===== config.mk =====
export PLATFORM = sky130hd
export DESIGN_NAME = gpx_port
export DESIGN_NICKNAME = d
export VERILOG_FILES = /design/src/hdl/gpx_pkg.sv /design/src/hdl/gpx_port.sv /design/src/hdl/gpx_irq_detect.sv
export VERILOG_INCLUDE_DIRS = /design/src /design/src/hdl
export SDC_FILE = /design/constraint.sdc
export NUM_CORES = 1
export LEC_CHECK = 0
export CAP_MARGIN = 30
export CORE_UTILIZATION = 60
export CTS_BUF_LIST = sky130_fd_sc_hd__clkbuf_4
export DETAILED_ROUTE_END_ITERATION = 16
export DONT_BUFFER_PORTS = 1
export PLACE_DENSITY = 0.9
export SLEW_MARGIN = 15
export SYNTH_ARGS = -nofsm -noshare
export SYNTH_HDL_FRONTEND = slang
export SYNTH_SLANG_ARGS = --single-unit

===== constraint.sdc =====
create_clock -name core_clk -period 1.9 [get_ports core_clk]
set_clock_uncertainty 0.15 [all_clocks]
set_input_delay 0.095 -clock core_clk [delete_from_list [all_inputs] [get_ports core_clk]]
set_output_delay 0.095 -clock core_clk [all_outputs]
set_load 0.1 [all_outputs]

===== src/hdl/gpx_consts.svh =====
// constants of the gpio port with external interrupts
// Notes on behaviour
// - every interrupt input pin feeds one shared request, sensitivity set by control bits.
// - each enabled pin is detected with the sensitivity, then all are ORed.
// - the request latch is hidden from software and clears on vector fetch.
// - writing the sensitivity control clears a pending request.
// - output mode drives the latch onto the pin; reads return the latch.
// - option picks push-pull or open-drain; zero drives low, one high or floats.
// - an enabled alternate function overrides direction and option settings.
// - a peripheral driving a pin forces output, drive type as the peripheral asks.
// - pin feeding a peripheral is input; data reads still return the pin level.
// - input pin with alternate output enabled reads back the alternate output.
// - output pin with alternate input reads the data latch into the peripheral.
// - wait and halt leave the port alone; external interrupts wake the device.
// - request reaches the cpu only for interrupt input mode and mask clear.
// - standard pins: 00 floating, 01 pull-up, 10 open drain, 11 push-pull.
// - pull-up interrupt pins: direction 0 option 1 is pull-up interrupt input.
// - floating interrupt pins: direction 0 option 1 is floating interrupt input.
// - pull-up only in pull-up input, high driver only in push-pull output.
// - bit x of the data, direction and option registers belongs to pin x.
// - input mode data reads return the live pin level.
// - input mode data writes update the latch only.
`ifndef GPX_CONSTS_SVH
`define GPX_CONSTS_SVH
`define GPX_PIN_W 8
`define GPX_ADDR_W 8
`define GPX_SENS_W 2
`define GPX_OFF_DATA 8'h00
`define GPX_OFF_DIR 8'h01
`define GPX_OFF_OPT 8'h02
`define GPX_OFF_SENS 8'h03
`define GPX_RST_BYTE 8'h00
`define GPX_RD_IDLE 8'h00
`define GPX_IRQ_PU_DEF 8'h48
`define GPX_IRQ_FLT_DEF 8'hA0
`define GPX_TOD_DEF 8'h00
`endif


===== src/hdl/gpx_pkg.sv =====
// types shared by the gpio port modules
`include "gpx_consts.svh"
package gpx_pkg;
  // sensitivity modes, in code order 0..3
  typedef enum logic [`GPX_SENS_W-1:0] {
    GPX_SENS_FALL_LOW,
    GPX_SENS_RISE,
    GPX_SENS_FALL,
    GPX_SENS_BOTH
  } gpx_sens_t;
  typedef struct packed {
    logic [`GPX_ADDR_W-1:0] addr;
    logic [`GPX_PIN_W-1:0] wdata;
    logic wr;
    logic rd;
  } gpx_bus_req_t;
  typedef struct packed {
    logic [`GPX_PIN_W-1:0] en;
    logic [`GPX_PIN_W-1:0] out;
    logic [`GPX_PIN_W-1:0] od;
  } gpx_alt_t;
  typedef struct packed {
    logic [`GPX_PIN_W-1:0] out;
    logic [`GPX_PIN_W-1:0] oe_n;
    logic [`GPX_PIN_W-1:0] pu;
  } gpx_pad_t;
  typedef struct packed {
    logic [`GPX_PIN_W-1:0] sync_a;
    logic [`GPX_PIN_W-1:0] sync_b;
    logic [`GPX_PIN_W-1:0] prev;
  } gpx_det_st_t;
  typedef struct packed {
    logic [`GPX_PIN_W-1:0] latch;
    logic [`GPX_PIN_W-1:0] dir;
    logic [`GPX_PIN_W-1:0] opt;
    gpx_sens_t sens;
    logic pend;
    logic [`GPX_PIN_W-1:0] rdata;
    gpx_pad_t pad;
    logic [`GPX_PIN_W-1:0] alt_in;
    logic irq_req;
    logic wake;
  } gpx_port_st_t;
endpackage


===== src/hdl/gpx_port.sv =====
// eight pin gpio port with alternate functions and external interrupts
//
// The register offsets and the address-and-strobe port are this design's own decisions.
`timescale 1ns/100ps
`default_nettype none
`include "gpx_consts.svh"
module gpx_port
  import gpx_pkg::*;
#(
  parameter logic [`GPX_PIN_W-1:0] IRQ_PU_MASK = `GPX_IRQ_PU_DEF, // irq pins with pull-up
  parameter logic [`GPX_PIN_W-1:0] IRQ_FLT_MASK = `GPX_IRQ_FLT_DEF, // irq pins without pull-up
  parameter logic [`GPX_PIN_W-1:0] TOD_MASK = `GPX_TOD_DEF // true open drain pins
)
(
  input wire logic core_clk, // cpu clock, 25 MHz
  input wire logic nrst, // sync reset, low
  input wire logic clk_en, // freezes all state when low
  input wire gpx_bus_req_t bus_req, // register access request
  output logic [`GPX_PIN_W-1:0] rd_data, // read data, cycle after strobe
  input wire logic [`GPX_PIN_W-1:0] pin_in, // pad input levels
  output gpx_pad_t pad, // pad drive, enable and pull-up
  input wire gpx_alt_t alt, // peripheral claims of the pins
  output logic [`GPX_PIN_W-1:0] alt_in, // level fed to peripheral inputs
  input wire logic vec_fetch, // cpu fetches this port's vector
  input wire logic cc_irq_mask, // cpu interrupt mask, high masks
  output logic irq_req, // external interrupt request
  output logic wake // wake from wait or halt
);
  gpx_port_st_t st_ff;
  gpx_port_st_t nxt_st;
  logic [`GPX_PIN_W-1:0] event_hit;
  logic [`GPX_PIN_W-1:0] irq_pin_en;
  logic wr_data;
  logic wr_dir;
  logic wr_opt;
  logic wr_sens;
  logic any_event;

  // pins that can ever be interrupt inputs
  localparam logic [`GPX_PIN_W-1:0] IRQ_CAP = IRQ_PU_MASK | IRQ_FLT_MASK;
  // pins whose pad carries a pull-up resistor
  localparam logic [`GPX_PIN_W-1:0] PU_CAP = ~IRQ_FLT_MASK & ~TOD_MASK;

  // driving pins: own output mode or a peripheral driving
  function automatic logic [`GPX_PIN_W-1:0] drive_mask(
    input logic [`GPX_PIN_W-1:0] dir,
    input logic [`GPX_PIN_W-1:0] alt_en
  );
    drive_mask = dir | alt_en;
  endfunction

  // value presented on driving pins
  function automatic logic [`GPX_PIN_W-1:0] drive_val(
    input logic [`GPX_PIN_W-1:0] latch,
    input gpx_alt_t a
  );
    drive_val = (a.en & a.out) | (~a.en & latch);
  endfunction

  // push-pull selection: peripheral wish wins over option bit
  function automatic logic [`GPX_PIN_W-1:0] push_pull(
    input logic [`GPX_PIN_W-1:0] opt,
    input gpx_alt_t a
  );
    push_pull = ((a.en & ~a.od) | (~a.en & opt)) & ~TOD_MASK;
  endfunction

  // data register read view, per pin
  function automatic logic [`GPX_PIN_W-1:0] data_view(
    input logic [`GPX_PIN_W-1:0] latch,
    input logic [`GPX_PIN_W-1:0] dir,
    input gpx_alt_t a,
    input logic [`GPX_PIN_W-1:0] pins
  );
    logic [`GPX_PIN_W-1:0] in_mode;
    in_mode = ~dir;
    // input with alternate output reads the peripheral's value
    data_view = (in_mode & a.en & a.out)
      | (in_mode & ~a.en & pins)
      | (dir & latch);
  endfunction

  // bus write decode
  always_comb begin
    wr_data = 1'b0;
    wr_dir = 1'b0;
    wr_opt = 1'b0;
    wr_sens = 1'b0;
    if (bus_req.wr) begin
      if (bus_req.addr == `GPX_OFF_DATA) begin
        wr_data = 1'b1;
      end else if (bus_req.addr == `GPX_OFF_DIR) begin
        wr_dir = 1'b1;
      end else if (bus_req.addr == `GPX_OFF_OPT) begin
        wr_opt = 1'b1;
      end else if (bus_req.addr == `GPX_OFF_SENS) begin
        wr_sens = 1'b1;
      end
    end
  end

  // interrupt input mode: input direction, option set, capable pin
  assign irq_pin_en = IRQ_CAP & ~st_ff.dir & st_ff.opt;
  // detected events of enabled pins merged into one request
  assign any_event = |(event_hit & irq_pin_en);

  gpx_irq_detect u_det (
    .core_clk(core_clk),
    .nrst(nrst),
    .clk_en(clk_en),
    .pin_in(pin_in),
    .sens(st_ff.sens),
    .event_hit(event_hit)
  );

  // next state of registers, request latch and registered outputs
  always_comb begin
    nxt_st = st_ff;
    nxt_st.rdata = `GPX_RD_IDLE;
    // whole byte writes; in input mode the latch changes, the pin not
    if (wr_data) begin
      nxt_st.latch = bus_req.wdata;
    end
    if (wr_dir) begin
      nxt_st.dir = bus_req.wdata;
    end
    if (wr_opt) begin
      nxt_st.opt = bus_req.wdata;
    end
    if (wr_sens) begin
      nxt_st.sens = gpx_sens_t'(bus_req.wdata[`GPX_SENS_W-1:0]);
    end
    // reads; the request latch has no address at all
    if (bus_req.rd) begin
      if (bus_req.addr == `GPX_OFF_DATA) begin
        nxt_st.rdata = data_view(st_ff.latch, st_ff.dir, alt, pin_in);
      end else if (bus_req.addr == `GPX_OFF_DIR) begin
        nxt_st.rdata = st_ff.dir;
      end else if (bus_req.addr == `GPX_OFF_OPT) begin
        nxt_st.rdata = st_ff.opt;
      end else if (bus_req.addr == `GPX_OFF_SENS) begin
        nxt_st.rdata = {{(`GPX_PIN_W-`GPX_SENS_W){1'b0}}, st_ff.sens};
      end else begin
        nxt_st.rdata = `GPX_RD_IDLE;
      end
    end
    // request latch: fetch or sensitivity write clears, a new event wins
    nxt_st.pend = (st_ff.pend & ~vec_fetch & ~wr_sens) | any_event;
    // cpu sees the request only while its mask is clear
    nxt_st.irq_req = nxt_st.pend & ~cc_irq_mask;
    // wake is independent of power state; the port itself never sleeps
    nxt_st.wake = nxt_st.pend;
    // pad drive follows the new settings so outputs stay registered
    nxt_st.pad.out = drive_val(nxt_st.latch, alt);
    nxt_st.pad.oe_n = ~(drive_mask(nxt_st.dir, alt.en)
      & (~nxt_st.pad.out | push_pull(nxt_st.opt, alt)));
    // pull-up only for input with option set on pull-up capable pads
    nxt_st.pad.pu = ~drive_mask(nxt_st.dir, alt.en) & nxt_st.opt & PU_CAP;
    // peripheral inputs see the latch on own outputs, else the pin
    nxt_st.alt_in = (nxt_st.dir & ~alt.en & nxt_st.latch)
      | (~(nxt_st.dir & ~alt.en) & pin_in);
  end

  // single state register; clock enable holds everything
  always_ff @(posedge core_clk) begin
    if (!nrst) begin
      st_ff.latch <= `GPX_RST_BYTE;
      st_ff.dir <= `GPX_RST_BYTE;
      st_ff.opt <= `GPX_RST_BYTE;
      st_ff.sens <= GPX_SENS_FALL_LOW;
      st_ff.pend <= 1'b0;
      st_ff.rdata <= `GPX_RD_IDLE;
      st_ff.pad.out <= `GPX_RST_BYTE;
      st_ff.pad.oe_n <= '1;
      st_ff.pad.pu <= `GPX_RST_BYTE;
      st_ff.alt_in <= `GPX_RST_BYTE;
      st_ff.irq_req <= 1'b0;
      st_ff.wake <= 1'b0;
    end else if (clk_en) begin
      st_ff <= nxt_st;
    end
  end

  // outputs straight from the state register
  assign rd_data = st_ff.rdata;
  assign pad = st_ff.pad;
  assign alt_in = st_ff.alt_in;
  assign irq_req = st_ff.irq_req;
  assign wake = st_ff.wake;
endmodule
`default_nettype wire


===== src/hdl/gpx_irq_detect.sv =====
// synchroniser and edge or level detector for interrupt pins
`timescale 1ns/100ps
`default_nettype none
`include "gpx_consts.svh"
module gpx_irq_detect
  import gpx_pkg::*;
(
  input wire logic core_clk, // cpu clock
  input wire logic nrst, // sync reset, low
  input wire logic clk_en, // freezes state when low
  input wire logic [`GPX_PIN_W-1:0] pin_in, // raw pin levels
  input wire gpx_sens_t sens, // selected sensitivity
  output logic [`GPX_PIN_W-1:0] event_hit // per pin detected event
);
  gpx_det_st_t st_ff;
  gpx_det_st_t nxt_st;

  // two stage synchroniser, then one stage of history for edges
  always_comb begin
    nxt_st = st_ff;
    nxt_st.sync_a = pin_in;
    nxt_st.sync_b = st_ff.sync_a;
    nxt_st.prev = st_ff.sync_b;
  end

  // per pin detection; only the second stage and history are looked at
  always_comb begin
    case (sens)
      GPX_SENS_FALL_LOW: event_hit = ~st_ff.sync_b;
      GPX_SENS_RISE: event_hit = st_ff.sync_b & ~st_ff.prev;
      GPX_SENS_FALL: event_hit = ~st_ff.sync_b & st_ff.prev;
      default: event_hit = st_ff.sync_b ^ st_ff.prev;
    endcase
  end

  // history resets high so a quiet pulled-up pin gives no false edge
  always_ff @(posedge core_clk) begin
    if (!nrst) begin
      st_ff <= '1;
    end else if (clk_en) begin
      st_ff <= nxt_st;
    end
  end
endmodule
`default_nettype wire


## After elaboration in Yosys (flattened, before gate mapping)

Cells that the tools add are included.

| cells by class | value |
|---|---|
| equality and inequality tests | 5 |
| muxes and demuxes | 23 |
| bitwise gates (word level) | 42 |
| reduce and logical (&&, ||, !) cells | 4 |

Operator list:

| kind | number |
|---|---|
| AND 8 bit | 17 |
| inverter 8 bit | 8 |
| two-way mux 8 bit | 7 |
| OR 8 bit | 7 |
| case mux 8 bit (3 select lines) | 1 |
| equality test 8 x 2 -> 1 bit (second input constant) | 2 |
| two-way mux 1 bit | 14 |
| equality test 8 x 1 -> 1 bit (second input constant) | 1 |
| zero test 8 bit | 1 |
| OR reduction 8 bit | 1 |
| XOR 8 bit | 1 |
| AND 7 bit | 1 |
| inverter 7 bit | 1 |
| AND 1 bit | 3 |
| inverter 1 bit | 3 |
| equality test 2 x 1 -> 1 bit (second input constant) | 1 |
| equality test 2 bit (second input constant) | 1 |
| zero test 2 bit | 1 |
| two-way mux 2 bit | 1 |
| AND reduction 2 bit | 1 |
| OR 1 bit | 1 |

| storage, ports and cells | value |
|---|---|
| bits in registers | 90 |
| input bits | 55 |
| output and inout port bits | 42 |
| word-level logic and storage cells | 88 |

## Depth between registers and ports, before layout

| depth | value |
|---|---|
| word-level depth | 11 |
| mapped depth | 7 |
| gate-level depth less buffers | 7 |

## Cells and area by module

A second synthesis with hierarchy kept.

| second synthesis, totals | value |
|---|---|
| cell total of the unflattened synthesis | 574 |
| area total of the unflattened synthesis | 5,033.6 um^2 |

By module, submodules not included:

| module | times used | cells an instance | area an instance (um^2) | seq. area each (um^2) |
|---|---|---|---|---|
| gpx_port | 1 | 445 | 3,733.6 | 1,321.3 |
| gpx_irq_detect | 1 | 129 | 1,300.0 | 480.5 |

## Worst setup path before layout

OpenSTA, ideal clock, no wires.

| timing | value |
|---|---|
| path type | reg-to-reg |
| from | register wake (netlist name) |
| to | register irq_req (netlist name) |
| library setup time | 0.092 ns |
| arrival | 1.618 ns |
| required time | 1.658 ns |
| path slack | 0.040 ns |
| cell stages (with the launch flop) | 5 |
| path buffers | 0 |
| period minus slack after synthesis | 1.860 ns |
| path through | dfxtp_1 > inv_1 > a311oi_1 > and4b_1 > o32ai_1 |

## Worst setup path after layout

| timing | value |
|---|---|
| from | register u_det.st_ff (netlist bit u_det.nxt_st[5]) |
| to | register wake (netlist name) |

| on the way | value |
|---|---|
| word-level cells in the longest chain between the ends | 6 |
| elaborated cells between the ends (all ways) | 8 |
| those cells by class | 1 x mux; 6 x bitwise; 1 x reduce/logical |

Ends and longest elaborated chain:

| what | line | source |
|---|---|---|
| start, declared | gpx_irq_detect.sv:15 | `gpx_det_st_t st_ff;` |
| start signal, assigned | gpx_irq_detect.sv:41 | `st_ff <= nxt_st;` |
| inverter 8 bit | gpx_irq_detect.sv:29, gpx_irq_detect.sv:31 |  |
| AND 8 bit | gpx_irq_detect.sv:31 | `GPX_SENS_FALL: event_hit = ~st_ff.sync_b & st_ff.prev;` |
| case mux 8 bit (3 select lines) (*) | gpx_irq_detect.sv:28 | `case (sens)` |
| AND 8 bit (*) | gpx_port.sv:105 | `assign any_event = \|(event_hit & irq_pin_en);` |
| OR reduction 8 bit (*) | gpx_port.sv:105 |  |
| OR 1 bit (*) | gpx_port.sv:148 | `nxt_st.pend = (st_ff.pend & ~vec_fetch & ~wr_sens) \| any_event;` |

Every way passes the cells marked *; elsewhere a longest branch is shown, timed or not.
A chain may end at the register's enable or synchronous reset.

==> metrics <==
post-route cell area 5890 sq um; Final Setup Violations 2; hpwl dp 7.75 mm; Clk Latency, worst-skew pair 0.46 ns; largest net degree at the start of global routing 84; CP startpoint kind flip-flop; ys flop type dfxtp_1; Worst Hold Class primary input to flip-flop; FF-to-FF path depth 8; first drt pass iteration count 7; worst slew pin tran 0.706 ns; TritonCTS sink count 78; worst setup margin -0.166 ns; Pleak 2.64 nW; RSZ-0062 raised after global routing yes; ys async rst share 0; GRT Total Usage 0.419; Avg Inst Size Synth 8.42 sq um; Remaining Overflow, GRT 0; antenna violations before repair 0; placed insts 633; hold_ws -0.00174 ns; row count 31; Pint 2.60 mW; CTS clock-pin slew for the worst setup and hold paths 0.14 ns; Starting Density 0.626; placed cell area 4740 sq um; die area 8000 sq um; Power Density 673 nW/um^2; max_cap viols 0; FF-to-FF End wake; top-count cell post-synth dfxtp_1; Seq/Total Area, Yosys 0.340; via count 5,159; crit path kind flip-flop to flip-flop; fill cell count 358; Yosys reg bits 78; Area Growth Syn to Fin 28.5%; CTS max path bufs 2; Netlist cell types 44; first-pass GRT wire length 24.9 mm; Post-Syn Area 4590 sq um; Critical Path AT 2.25 ns; worst reg-to-reg setup slack -0.17 ns; Std-Cell Core Area 7330 sq um; chip height 89.4 microns; total power 3.97 mW; VDD IR max 0.387 mV; Remaining DRCs 0; PortBufs 0; Comb power frac 0.259; number of synthesized flops with an enable pin 0; highest clock rate 484 MHz; synth cell count leaders 78 x dfxtp_1, 68 x nand2_1, 40 x buf_4; Num CTS Buffers 9; wire per inst 25.4 microns; CTS H-Tree Depth 3; placer congestion estimate 0.861; Final period util 1.09; Worst Path Max Fanout 2; status finished with violations; Final nets 681; post-synth top area share 0.340; Critical Path RT 2.08 ns; top cell type by total area after synthesis dfxtp_1; number of antenna diodes 0; Worst slew margin 0.528; Final min period 2.07 ns; CP Capture Type flip-flop; share of cells above drive strength 1 0.246; YS warnings 0; detailed router's first-iteration violation count 1,066; Final Hold Violating Endpoints 1; RR Startpoint u_det.nxt_st[5]; worst setup path end wake; fin cells 722; ranking of synthesized cells by area dfxtp_1 34%, mux2i_1 8.3%, buf_4 6.5%; Clk network pwr share 0.290; clock root buffer clkbuf_4; Ports 97; vias in the first global route 4,670; power share of the sequential group 0.452; Switching Share 0.344; fin. max-slew vios 0; Cells after Synth 545; final wirelength 18.3 mm; Final Util 0.804; die width 89.4 microns; CTS tree done; DR vias/cell 7.15; Sw Pwr 1.36 mW; Crit. Startpoint u_det.nxt_st[5]; final antenna-violating net count 0; violated checks negative hold slack, negative setup slack
==> metrics by stage <==
stage / setup WS, ns / TNS (ns)
2_1_floorplan: 0.0398 / 0
3_3_place_gp: -0.00930 / -0.00930
3_5_place_dp: -0.174 / -0.241
4_1_cts: -0.0959 / -0.277
5_1_grt: -0.180 / -0.320
6_report: -0.166 / -0.272
==> power groups by stage <==
stage          registers, mW  logic [mW]  clock network, mW
2_1_floorplan           1.80       0.644                  0
3_3_place_gp            1.80       0.669                  0
3_5_place_dp            1.80       0.689                  0
4_1_cts                 1.77       0.920               1.10
5_1_grt                 1.79        1.05               1.21
6_report                1.79        1.03               1.15
==> worst min path at each step <==
stage / from / to / slack (ns) / cells after the start
global placement: nrst / u_det.nxt_st[15] / 0.02 / 1
detailed placement: nrst / u_det.nxt_st[13] / 0.02 / 1
global route: bus_req[10] / irq_req / -0.02 / 3
finish: bus_req[10] / irq_req / -0.002 / 3
floorplan: alt[21] / pad[13] / 0.05 / 1
CTS: bus_req[10] / irq_req / 0.0005 / 3
==> sequential cells by signal, summed over array words and instances, names as in the netlist <==
register      cells
st_ff            26
u_det.st_ff       4
rd_data           8
wake              1
irq_req           1
alt_in            8
u_det.nxt_st      8
pad              22
==> critical path, cell delays in order, from the launching register on <==
cell	delay, ns
dfxtp_2	0.37
inv_2	0.06
ha_4	0.26
nand2b_4	0.12
a311oi_4	0.12
o41ai_2	0.40
and4b_1	0.29
buf_4	0.13
a21oi_2	0.04
==> cell type report <==
class                   count  area [sq um]  area share
clock buffers              10          75.1      0.0127
clock inverters             6          76.3      0.0129
inverters                  30           116      0.0197
multi-input cells         362          2660       0.452
flip-flops and latches     78          1580       0.268
well taps                  99           124      0.0210
repair buffers            137          1260       0.214
==> repair_timing <==
item,CTS,global route
pin swaps,14,11
endpoints found under the setup margin,2,13
setup buffers,2,8
hold buffers,64,2
hold endpoints to repair,78,1
resized for setup,32,19
cloned,0,1
==> logic make-up after synthesis <==
group                      share of synthesized area
AOI/OAI and AO/OA                              0.206
adders and majority gates                     0.0218
buffers and inverters                          0.124
DFF                                            0.340
muxes                                          0.117
other                                       0.000818
and+or+nand+nor                                0.190
==> metal layers <==
metal	share of wire	routed length, microns	track usage	vias up
li1	-	-	-	2045
met1	0.34	6260	0.515	2340
met2	0.43	7840	0.652	595
met3	0.15	2720	0.114	179
met4	0.083	1520	0.266	0
met5	0	0	0	-
==> layout by cell type (no fill, tap or decap), types with 13 or more instances in the layout <==
cell type	n
mux2_2	14
mux2i_1	35
nand2_1	68
nand3_1	21
o21ai_0	37
nor2b_1	14
o211a_1	13
dlygate4sd3_1	56
dfxtp_1	66
nor2_1	16
buf_4	71
inv_1	25
No activity file was read; power rests on OpenSTA's default activity.
